File: config.mk
export PLATFORM = sky130hd
export DESIGN_NAME = cas_top
export DESIGN_NICKNAME = d
export VERILOG_FILES = /design/src/rtl/cas_pkg.sv /design/src/rtl/cas_tmr_if.sv /design/src/rtl/cas_tmr.sv /design/src/rtl/cas_top.sv
export SDC_FILE = /design/constraint.sdc
export NUM_CORES = 2
export LEC_CHECK = 0
export ABC_AREA = 1
export BUFFER_PORTS_ARGS = -buffer_cell sky130_fd_sc_hd__buf_4
export CORE_ASPECT_RATIO = 2
export CORE_MARGIN = 2
export CORE_UTILIZATION = 54
export CTS_CLUSTER_SIZE = 28
export DETAILED_ROUTE_END_ITERATION = 10
export PLACE_DENSITY = 0.7
export SYNTH_ARGS = -nofsm -noshare
export SYNTH_HDL_FRONTEND = slang
export SYNTH_SLANG_ARGS = --single-unit
export TNS_END_PERCENT = 10
File: constraint.sdc
create_clock -name clk -period 70.3 [get_ports clk]
set_clock_uncertainty 0.1 [all_clocks]
set_input_delay 7.03 -clock clk [delete_from_list [all_inputs] [get_ports clk]]
set_output_delay 7.03 -clock clk [all_outputs]
set_load 0.1 [all_outputs]
File: src/rtl/cas_pkg.sv
// constants, action codes and entry layout for the condition/action scripter
// assumes a single 200 MHz system clock shared by every user of this package
package cas_pkg;
    localparam int N_ENTRY = 16;
    localparam int N_CNT   = 8;
    localparam int N_TMR   = 8;
    localparam int N_GPIO  = 8;
    localparam int CNT_W   = 32;
    localparam int EV_W    = 8;
    localparam int MASK_W  = EV_W + N_TMR;
    localparam int SEL_W   = 3;
    localparam int IDX_W   = 5;
    localparam int ENT_W   = 4;
    localparam int TOK_W   = 4;
    localparam int LEN_W   = 11;
    localparam int TMR_W   = 16;
    localparam int TICK_W  = 32;

    localparam logic [IDX_W-1:0] IDX_LIMIT = 5'h10;
    localparam logic [TOK_W-1:0] TOK_MAX   = 4'h8;
    localparam logic [LEN_W-1:0] LEN_MAX   = 11'h5C0;
    localparam logic [CNT_W-1:0] CNT_STEP  = 32'h1;
    localparam logic [TMR_W-1:0] TMR_ONE   = 16'h1;
    localparam logic [TICK_W-1:0] TICK_ONE = 32'h1;

    localparam longint CLK_HZ   = 200000000;
    localparam longint TICK_S   = 1;
    localparam int     TICK_CYC = int'(CLK_HZ * TICK_S);

    typedef enum logic [3:0] {
        ACT_NONE     = 4'h0,
        ACT_RAW_TX   = 4'h1,
        ACT_UDP_TX   = 4'h2,
        ACT_TCP_TX   = 4'h3,
        ACT_CNT_INC  = 4'h4,
        ACT_CNT_SET  = 4'h5,
        ACT_TMR_CTL  = 4'h6,
        ACT_GPIO_SET = 4'h7,
        ACT_HIBERN   = 4'h8,
        ACT_SET_ROLE = 4'h9,
        ACT_DEL_PROF = 4'hA,
        ACT_CONN_POL = 4'hB,
        ACT_HW_IND   = 4'hC
    } cas_act_t;

    typedef struct packed {
        logic                valid;
        logic                init;
        logic [MASK_W-1:0]   mask;
        cas_act_t            act;
        logic [SEL_W-1:0]    sel;
        logic [CNT_W-1:0]    value;
        logic [TOK_W-1:0]    tokens;
        logic [LEN_W-1:0]    len;
    } cas_entry_t;

    function automatic logic cas_init_only(input cas_act_t a);
        return (a == ACT_SET_ROLE) || (a == ACT_DEL_PROF) ||
               (a == ACT_CONN_POL) || (a == ACT_HW_IND);
    endfunction
endpackage

File: src/rtl/cas_tmr_if.sv
// timer load strobes and timer status between scripter core and timer bank
// assumes both ends sit on the same clock
interface cas_tmr_if;
    logic [cas_pkg::N_TMR-1:0] ld;
    logic [cas_pkg::TMR_W-1:0] ld_val;
    logic [cas_pkg::N_TMR-1:0] expired;
    logic [cas_pkg::N_TMR-1:0] running;
    modport ctl (output ld, output ld_val, input expired, input running);
    modport tmr (input ld, input ld_val, output expired, output running);
endinterface

File: src/rtl/cas_tmr.sv
// bank of user timers counting whole seconds from a shared prescaler
// assumes loads arrive as one-cycle strobes from the scripter core
module cas_tmr #(
    parameter int TICK_CYC = cas_pkg::TICK_CYC
) (
    input  wire logic clk,   // system clock
    input  wire logic rst,   // async reset, active high
    cas_tmr_if.tmr    tif    // load strobes in, expiry and run status out
);
    localparam logic [cas_pkg::TICK_W-1:0] TICK_LAST = cas_pkg::TICK_W'(TICK_CYC - 1);

    typedef struct packed {
        logic [cas_pkg::TICK_W-1:0]                   tick;
        logic [cas_pkg::N_TMR-1:0][cas_pkg::TMR_W-1:0] rem;
        logic [cas_pkg::N_TMR-1:0]                    run;
        logic [cas_pkg::N_TMR-1:0]                    exp;
    } cas_tmr_st_t;

    cas_tmr_st_t s_q;
    cas_tmr_st_t s_d;
    logic        tick_now;

    // one shared prescaler: a started timer may run short by up to one second
    assign tick_now = (s_q.tick == TICK_LAST);

    always_comb begin
        s_d = s_q;
        s_d.exp = '0;
        s_d.tick = tick_now ? '0 : s_q.tick + cas_pkg::TICK_ONE;
        for (int i = 0; i < cas_pkg::N_TMR; i++) begin
            if (tif.ld[i]) begin
                s_d.rem[i] = tif.ld_val;
                s_d.run[i] = (tif.ld_val != '0);
            end else if (tick_now && s_q.run[i]) begin
                if (s_q.rem[i] == cas_pkg::TMR_ONE) begin
                    s_d.run[i] = 1'b0;
                    s_d.exp[i] = 1'b1;
                    s_d.rem[i] = '0;
                end else begin
                    s_d.rem[i] = s_q.rem[i] - cas_pkg::TMR_ONE;
                end
            end
        end
    end

    always_ff @(posedge clk or posedge rst) begin
        if (rst) begin
            s_q <= '0;
        end else begin
            s_q <= s_d;
        end
    end

    assign tif.expired = s_q.exp;
    assign tif.running = s_q.run;
endmodule

File: src/rtl/cas_top.sv
// condition/action scripter: entry table, trigger detection, action dispatch
// assumes the networking core accepts requests on act_valid/act_ready at its own pace
module cas_top #(
    parameter int TICK_CYC = cas_pkg::TICK_CYC
) (
    input  wire logic                       clk,         // system clock, 200 MHz
    input  wire logic                       rst,         // async reset, active high
    input  wire logic                       pre_init,    // initialization phase level
    input  wire logic [cas_pkg::EV_W-1:0]   ev,          // external sub-condition levels
    input  wire logic                       cfg_we,      // entry write strobe
    input  wire logic [cas_pkg::IDX_W-1:0]  cfg_idx,     // entry index
    input  wire logic                       cfg_valid,   // entry enabled
    input  wire logic                       cfg_init,    // entry uses pre-init trigger
    input  wire logic [cas_pkg::MASK_W-1:0] cfg_mask,    // sub-conditions to AND
    input  wire cas_pkg::cas_act_t          cfg_act,     // action code
    input  wire logic [cas_pkg::SEL_W-1:0]  cfg_sel,     // counter/timer/pin/role select
    input  wire logic [cas_pkg::CNT_W-1:0]  cfg_value,   // action value
    input  wire logic [cas_pkg::TOK_W-1:0]  cfg_tokens,  // packet token count
    input  wire logic [cas_pkg::LEN_W-1:0]  cfg_len,     // packet payload length
    output logic                            cfg_ack,     // write accepted, pulse
    output logic                            cfg_err,     // write refused, pulse
    output logic                            act_valid,   // request to networking core
    input  wire logic                       act_ready,   // core takes request
    output cas_pkg::cas_act_t               act_kind,    // requested action
    output logic [cas_pkg::ENT_W-1:0]       act_entry,   // entry that fired
    output logic [cas_pkg::SEL_W-1:0]       act_sel,     // select field
    output logic [cas_pkg::CNT_W-1:0]       act_value,   // value field
    output logic [cas_pkg::TOK_W-1:0]       act_tokens,  // token count
    output logic [cas_pkg::LEN_W-1:0]       act_len,     // payload length
    input  wire logic                       core_ind,    // radio-core indication signal
    output logic [cas_pkg::N_GPIO-1:0]      gpio_out,    // script-driven outputs
    output logic                            hib,         // hibernate requested, level
    input  wire logic                       wake,        // leaves hibernate
    input  wire logic [cas_pkg::SEL_W-1:0]  cnt_rd_sel,  // counter read select
    output logic [cas_pkg::CNT_W-1:0]       cnt_rd_data, // counter read data
    output logic [cas_pkg::N_TMR-1:0]       tmr_running  // timer run status
);
    typedef struct packed {
        cas_pkg::cas_entry_t [cas_pkg::N_ENTRY-1:0]     ent;
        logic [cas_pkg::N_ENTRY-1:0]                    pend;
        logic [cas_pkg::N_ENTRY-1:0]                    cond_prev;
        logic                                           pre_prev;
        logic [cas_pkg::N_CNT-1:0][cas_pkg::CNT_W-1:0]  cnt;
        logic                                           busy;
        cas_pkg::cas_act_t                              kind;
        logic [cas_pkg::ENT_W-1:0]                      entry;
        logic [cas_pkg::SEL_W-1:0]                      sel;
        logic [cas_pkg::CNT_W-1:0]                      value;
        logic [cas_pkg::TOK_W-1:0]                      tokens;
        logic [cas_pkg::LEN_W-1:0]                      len;
        logic [cas_pkg::N_TMR-1:0]                      tmr_ld;
        logic [cas_pkg::TMR_W-1:0]                      tmr_val;
        logic [cas_pkg::N_GPIO-1:0]                     gpio;
        logic [cas_pkg::N_GPIO-1:0]                     gpio_drv;
        logic                                           ind_en;
        logic [cas_pkg::SEL_W-1:0]                      ind_sel;
        logic                                           hib;
        logic                                           ack;
        logic                                           err;
        logic [cas_pkg::CNT_W-1:0]                      rd;
    } cas_state_t;

    cas_state_t                   s_q;
    cas_state_t                   s_d;
    cas_tmr_if                    tif ();
    logic [cas_pkg::MASK_W-1:0]   cond_vec;
    logic                         pre_rise;
    logic [cas_pkg::N_ENTRY-1:0]  trig;
    logic [cas_pkg::N_ENTRY-1:0]  fire;
    logic [cas_pkg::N_ENTRY-1:0]  clr;
    logic                         cfg_bad;
    logic                         pick_ok;
    logic [cas_pkg::ENT_W-1:0]    pick;
    cas_pkg::cas_entry_t          pe;

    assign cond_vec = {tif.expired, ev};
    assign pre_rise = pre_init & ~s_q.pre_prev;

    // runtime entries fire on the false-to-true edge, so a held level runs once
    always_comb begin
        trig = '0;
        fire = '0;
        for (int e = 0; e < cas_pkg::N_ENTRY; e++) begin
            if (s_q.ent[e].valid) begin
                if (s_q.ent[e].init) begin
                    trig[e] = pre_rise && ((cond_vec & s_q.ent[e].mask) == s_q.ent[e].mask);
                    fire[e] = trig[e];
                end else begin
                    trig[e] = (s_q.ent[e].mask != '0) &&
                              ((cond_vec & s_q.ent[e].mask) == s_q.ent[e].mask);
                    fire[e] = trig[e] & ~s_q.cond_prev[e];
                end
            end
        end
    end

    // lowest pending index wins
    always_comb begin
        pick_ok = 1'b0;
        pick = '0;
        for (int e = cas_pkg::N_ENTRY - 1; e >= 0; e--) begin
            if (s_q.pend[e]) begin
                pick_ok = 1'b1;
                pick = cas_pkg::ENT_W'(e);
            end
        end
    end

    assign pe = s_q.ent[pick];

    assign cfg_bad = (cfg_idx >= cas_pkg::IDX_LIMIT) ||
                     (cfg_tokens > cas_pkg::TOK_MAX) ||
                     (cfg_len > cas_pkg::LEN_MAX) ||
                     (!cfg_init && cas_pkg::cas_init_only(cfg_act));

    always_comb begin
        s_d = s_q;
        clr = '0;
        s_d.ack = 1'b0;
        s_d.err = 1'b0;
        s_d.tmr_ld = '0;
        s_d.pre_prev = pre_init;
        s_d.cond_prev = trig;
        if (cfg_we) begin
            if (cfg_bad) begin
                s_d.err = 1'b1;
            end else begin
                s_d.ack = 1'b1;
                s_d.ent[cfg_idx[cas_pkg::ENT_W-1:0]] = '{valid: cfg_valid, init: cfg_init,
                    mask: cfg_mask, act: cfg_act, sel: cfg_sel, value: cfg_value,
                    tokens: cfg_tokens, len: cfg_len};
                clr[cfg_idx[cas_pkg::ENT_W-1:0]] = 1'b1;
            end
        end
        if (s_q.busy && act_ready) begin
            s_d.busy = 1'b0;
            unique case (s_q.kind)
                cas_pkg::ACT_GPIO_SET: s_d.gpio[s_q.sel] = s_q.value[0];
                cas_pkg::ACT_HIBERN:   s_d.hib = 1'b1;
                cas_pkg::ACT_HW_IND: begin
                    s_d.ind_en = 1'b1;
                    s_d.ind_sel = s_q.sel;
                end
                default: ;
            endcase
        end else if (!s_q.busy && pick_ok) begin
            clr[pick] = 1'b1;
            unique case (pe.act)
                cas_pkg::ACT_CNT_INC: s_d.cnt[pe.sel] = s_q.cnt[pe.sel] + cas_pkg::CNT_STEP;
                cas_pkg::ACT_CNT_SET: s_d.cnt[pe.sel] = pe.value;
                cas_pkg::ACT_TMR_CTL: begin
                    s_d.tmr_ld[pe.sel] = 1'b1;
                    s_d.tmr_val = pe.value[cas_pkg::TMR_W-1:0];
                end
                cas_pkg::ACT_NONE: ;
                default: begin
                    s_d.busy = 1'b1;
                    s_d.kind = pe.act;
                    s_d.entry = pick;
                    s_d.sel = pe.sel;
                    s_d.value = pe.value;
                    s_d.tokens = pe.tokens;
                    s_d.len = pe.len;
                end
            endcase
        end
        if (wake) begin
            s_d.hib = 1'b0;
        end
        // a trigger in the same cycle as its clear stays pending
        s_d.pend = (s_q.pend & ~clr) | fire;
        for (int g = 0; g < cas_pkg::N_GPIO; g++) begin
            s_d.gpio_drv[g] = (s_q.ind_en && (s_q.ind_sel == cas_pkg::SEL_W'(g))) ?
                              core_ind : s_q.gpio[g];
        end
        s_d.rd = s_q.cnt[cnt_rd_sel];
    end

    always_ff @(posedge clk or posedge rst) begin
        if (rst) begin
            s_q <= '0;
        end else begin
            s_q <= s_d;
        end
    end

    assign tif.ld      = s_q.tmr_ld;
    assign tif.ld_val  = s_q.tmr_val;
    assign cfg_ack     = s_q.ack;
    assign cfg_err     = s_q.err;
    assign act_valid   = s_q.busy;
    assign act_kind    = s_q.kind;
    assign act_entry   = s_q.entry;
    assign act_sel     = s_q.sel;
    assign act_value   = s_q.value;
    assign act_tokens  = s_q.tokens;
    assign act_len     = s_q.len;
    assign gpio_out    = s_q.gpio_drv;
    assign hib         = s_q.hib;
    assign cnt_rd_data = s_q.rd;
    assign tmr_running = tif.running;

    cas_tmr #(
        .TICK_CYC (TICK_CYC)
    ) i_cas_tmr (
        .clk (clk),
        .rst (rst),
        .tif (tif)
    );
endmodule

; After elaboration in Yosys (flattened, before gate mapping)
; Index checks and enable logic that the tools add are counted.
[op_classes]
add_sub_neg = 10
magnitude_cmp = 12
n_eq_ne = 43
muxes = 215
n_bitwise = 57
reduce_logical = 119
[op_table]
columns = operator, count
row1 = $bwmux W1152, 1
row2 = $bwmux W256, 2
row3 = $pmux W256 S2, 1
row4 = $mux W16, 28
row5 = $bmux W72 S4, 1
row6 = $demux W72 S4, 1
row7 = $and A16 B16 Y16, 17
row8 = $reduce_bool A16 Y1, 17
row9 = $eq A16 B16 Y1, 16
row10 = $bmux W32 S3, 2
row11 = $mux W1, 146
row12 = $eq A16 B1 Y1 const B, 8
row13 = $mux W32, 4
row14 = $sub A16 B1 Y16 const B, 8
row15 = $demux W32 S3, 1
row16 = $mux W83, 1
row17 = $mux W72, 1
row18 = $add A32 B1 Y32 const B, 2
row19 = $mux W4, 16
row20 = $mux W59, 1
row21 = $logic_and A1 B1 Y1, 55
row22 = $mux W54, 1
row23 = $mux W24, 2
row24 = $reduce_bool A2 Y1, 20
row25 = 29 further kinds, 104
[totals]
regBits = 1755
in_bits = 95

; Longest topological paths before layout
[depth]
word_depth = 26
ltp_mapped = 40
ltp_nobuf = 38

; By module
; A second synthesis with hierarchy kept.
[unflattened]
hier_cells = 10971
area_unflattened_um2 = 85179.2
[modules_own_cells]
columns = mod, n_inst, cells_each, area_each_um2, seq_area_each_um2
row1 = cas_top, 1, 8938, 72748.5, 39512.9
row2 = cas_tmr, 1, 2033, 12430.7, 4404.2

; Worst setup path before layout
; Ideal clock, no wire load.
[synth_path]
path_type = input -> register
from = input cfg_act[2]
to = register s_q[1222] (netlist bit)
setup_ps = 83
arrival_time_ps = 9382
required_time_ps = 70117
slack_ps = 60735
stages = 15
path_buffers = 4
cell_sequence = clkbuf_1 -> inv_1 -> clkbuf_1 -> a211oi_1 -> nor3_1 -> nand2_1 -> nor2_1 -> inv_1 -> nor3_1 -> inv_1 -> nor2_1 -> clkbuf_1 -> buf_1 -> nand2_1 -> o21ai_0
[synth_via]
elab_chain_cells = 8
word_cells_on_any_way = 11
classes_between = eq/ne (4) / bitwise (1) / reduce/logical (6)
[synth_rtl]
columns = element, line
row1 = from (decl), cas_top.sv:15  ; input wire cas_pkg::cas_act_t cfg_act,
row2 = $eq A4 B4 Y1, cas_pkg.sv:58  ; return (a == ACT_SET_ROLE) || (a == ACT_DEL_PROF) ||
row3 = $logic_or A1 B1 Y1 (2 in a row), cas_pkg.sv:58
row4 = $logic_or A1 B1 Y1 (*), cas_pkg.sv:59  ; (a == ACT_CONN_POL) || (a == ACT_HW_IND);
row5 = $logic_and A1 B1 Y1 (*), cas_top.sv:114  ; (!cfg_init && cas_pkg::cas_init_only(cfg_act));
row6 = $logic_or A1 B1 Y1 (*), cas_top.sv:113  ; (cfg_len > cas_pkg::LEN_MAX) ||
row7 = $not A1 Y1 (no source line) (*), --
row8 = $reduce_and A2 Y1 (no source line) (*), --
row9 = to (signal assigned), cas_top.sv:181  ; s_q <= '0;
row10 = to (signal assigned), cas_top.sv:183  ; s_q <= s_d;
row11 = to (decl), cas_top.sv:63  ; cas_state_t s_q;
; Mark *: on every way between the ends. The rest lies on a longest branch, timed or not.
; A chain may end at the register's enable or synchronous reset.

==> flow_summary_export.csv <==
group,metric,value,unit
timing,hold_ws,0.361,ns
worst_setup_path,path_common_cell,"buf_4",
route,drtPass1Iterations,8,
clock_tree,insertion_delay,0.84,ns
final_layout,post-route-util,59.0,%
route,drtIter0Drc,8636,
worst_setup_path,cp_slowest_cell,"buf_4",
final_layout,layout_commonest_cell,"nand2_1",
synth,ys_ff_latch,1755,
synth,synth_mux_area_share,0.0401,%
clock_tree,htreeDepth,4,
hold_path,holdCritPathClass,"reg -> reg",
global_route,grt_max_degree,174,
floorplanning,start_util,54.2,%
timing,tightest_slew,1.44,ns
final_layout,final_cells,12300,
global_route,grt_util_met1,45.6,%
status,status,"finished clean",
clock_tree,cts_root_buf,"clkbuf_16",
placed_design,place_hpwl,159000,um
clock_tree,cts_setup_buffers,0,
worst_setup_path,slowest_delay,0.85,ns
synth,seq_area_frac_synth,52.1,%
final_layout,final_cell_mix,"nand2_1 (2,847), dfrtp_1 (1,755), o21ai_0 (1,412)",
timing,slew-limit-headroom,3.12,%
synth,synth.avg_cell_area,8.16,um^2
synth,syn-num-nets,10400,
global_route,grt_use_met2,51.8,%
worst_setup_path,critPathLaunch,"rst",
global_route,grt_usage,33.0,%
final_layout,syn2layout_area_growth,8.79,%
worst_setup_path,regToRegSetupSlack,62.23,ns
timing,rsz0062_at_grt,"no",
timing,hold_viol,0,
floorplanning,dieArea,0.159,mm^2
clock_tree,cts_tree,"built",
route,totalWireLength,265000,um
synth,synth-edff-count,0,
synth,synth-xor-area-share,0.686,%
worst_setup_path,rr_startpoint,"s_q[425]$_DFF_PP0_",
clock_tree,hold_buffers,0,
synth,synth_top_family_by_area,"simple AND/OR/NAND/NOR gates",
timing,fin_crit_sh,15.6,%
timing,fmaxAchievable,0.0915,GHz
final_layout,drive_above_1_share,7.12,%
synth,synthSimpleGateAreaFrac,19.6,%
floorplanning,boundaryPins,205,
hold_path,worstHoldStart,"i_cas_tmr.s_q[144]$_DFF_PP0_",
synth,synth_warnings,0,
global_route,grt_pass1_vias,69300,
worst_setup_path,start_kind,"primary input",
synth,netlist_instances,10300,
timing,drv_slew,0,
synth,synth-adder-area-share,0.267,%
worst_setup_path,r2r_end,"s_q[369]$_DFFE_PP0P_",
clock_tree,path_clk_slew,0.06,ns
global_route,top_usage_layer,"met2",
worst_setup_path,cp-endpoint,"s_q[140]$_DFFE_PP0P_",
placed_design,numPortBuffers,204,
route,vias_per_cell,5.95,
route,vias,73200,
synth,netlist_area,0.0843,mm^2
synth,yosys.cell_types.count,58,
timing,period_needed,10.93,ns
clock_tree,cts_buffers,166,
worst_setup_path,path_class,"in -> async",
worst_setup_path,worstRegToRegCells,29,
global_route,overflow,0,
route,wl_per_cell,21.6,um
synth,ys.flop_type,"dfrtp_1",
global_route,grt_use_met3,5.26,%
worst_setup_path,cp-end-kind,"asynchronous set/reset pin",
clock_tree,post_cts_resized,0,
worst_setup_path,cp_data_required_time,70.96,ns
timing,finalSetupViolCount,0,
global_route,grt_first_pass_wirelength,412000,um
placed_design,gp_congestion,0.922,
worst_setup_path,path_max_fanout,139,
final_layout,n_fill_cell,14000,
route,drc,0,
placed_design,dp.cells,12000,
clock_tree,cts_buffer_depth,4,
route,ant_nets,0,
worst_setup_path,crit_path_cell_trace,"buf_4 -> inv_8 -> buf_4 -> buf_12 -> buf_4 -> buf_4 -> buf_4",
timing,setup_tns,0,ns
worst_setup_path,cp.arrival,11.60,ns
final_layout,final_nets,10200,
clock_tree,clock_sinks,1755,
synth,synth_compound_area_share,18.3,%
floorplanning,die_w,283,um
floorplanning,die_y,563,um
floorplanning,rows,205,
floorplanning,core,0.155,mm^2
run,cap_violations,0,
global_route,antenna_found_initial,19,
synth,synthArstFlopShare,100,%
[sequential cells by signal (all words and copies together), names as in the netlist, 3 cells and up]
signal                 cells
cnt_rd_data               32
i_cas_tmr.tif.expired      8
act_entry                  4
act_len                   11
act_value                 32
tif.ld_val                16
act_tokens                 4
act_sel                    3
i_cas_tmr.s_q            160
i_cas_tmr.tif.running      8
act_kind                   4
gpio_out                   8
s_q                     1453
tif.ld                     8
[through the flow]
step	worst slack (ns)	area, um^2
2_1_floorplan	13.63	84300
3_3_place_gp	58.40	86200
3_5_place_dp	58.42	86200
4_1_cts	59.23	91600
5_1_grt	58.59	91700
6_report	59.37	91700
[cells in the mapped netlist (all sizes together), types with 126 or more instances]
master  count  area, um^2
nand2    2864       10800
dfrtp    1755       43900
o21ai    1484        7430
inv      1089        4090
nor2      522        2080
clkbuf    468        1760
nand3     338        1770
buf       281        1660
o22ai     267        1670
o21a      174        1310
a21oi     157         801
a221oi    135        1180
nand4     126         795
[cell families after synthesis]
| family | Yosys count |
|---|---|
| xor gates and xnor gates | 66 |
| AOI/OAI and AO/OA | 2573 |
| muxes | 3 |
| adders and majority gates | 18 |
| buffers and inverters | 1874 |
| DFF | 1755 |
| and+or+nand+nor | 4034 |
[cell type report]
type	instances	area [um^2]	area share (%)
flip-flops and latches	1755	43900	47.9
multi-input cells	6694	32900	35.9
clock buffers	247	4960	5.41
inverters	1125	4240	4.62
well taps	2070	2590	2.82
repair buffers	321	2480	2.71
clock inverters	42	480	0.524
diodes	34	85.1	0.0928
[worst min path at each step]
stage | end | cells after the start
after floorplan | i_cas_tmr.s_q[144]$_DFF_PP0_ | 1
after global placement | i_cas_tmr.s_q[144]$_DFF_PP0_ | 1
after detailed placement | i_cas_tmr.s_q[144]$_DFF_PP0_ | 1
after CTS | i_cas_tmr.s_q[144]$_DFF_PP0_ | 1
after global routing | s_q[191]$_DFFE_PP0P_ | 2
final | i_cas_tmr.s_q[144]$_DFF_PP0_ | 1
[critical path: cells and delay by family]
kind	cells	cell delay, ns
buffers and inverters	7	4.18
[per-layer routing]
| layer | wire, um | share of wire, % |
|---|---|---|
| met4 | 12700 | 4.8 |
| met1 | 108000 | 41 |
| met2 | 120000 | 45 |
| met3 | 23700 | 8.9 |
| met5 | 95 | 0.036 |
Power is left out: the tool's default activity adds up to more than one toggle a clock period on the data nets, which glitch-free logic cannot reach.
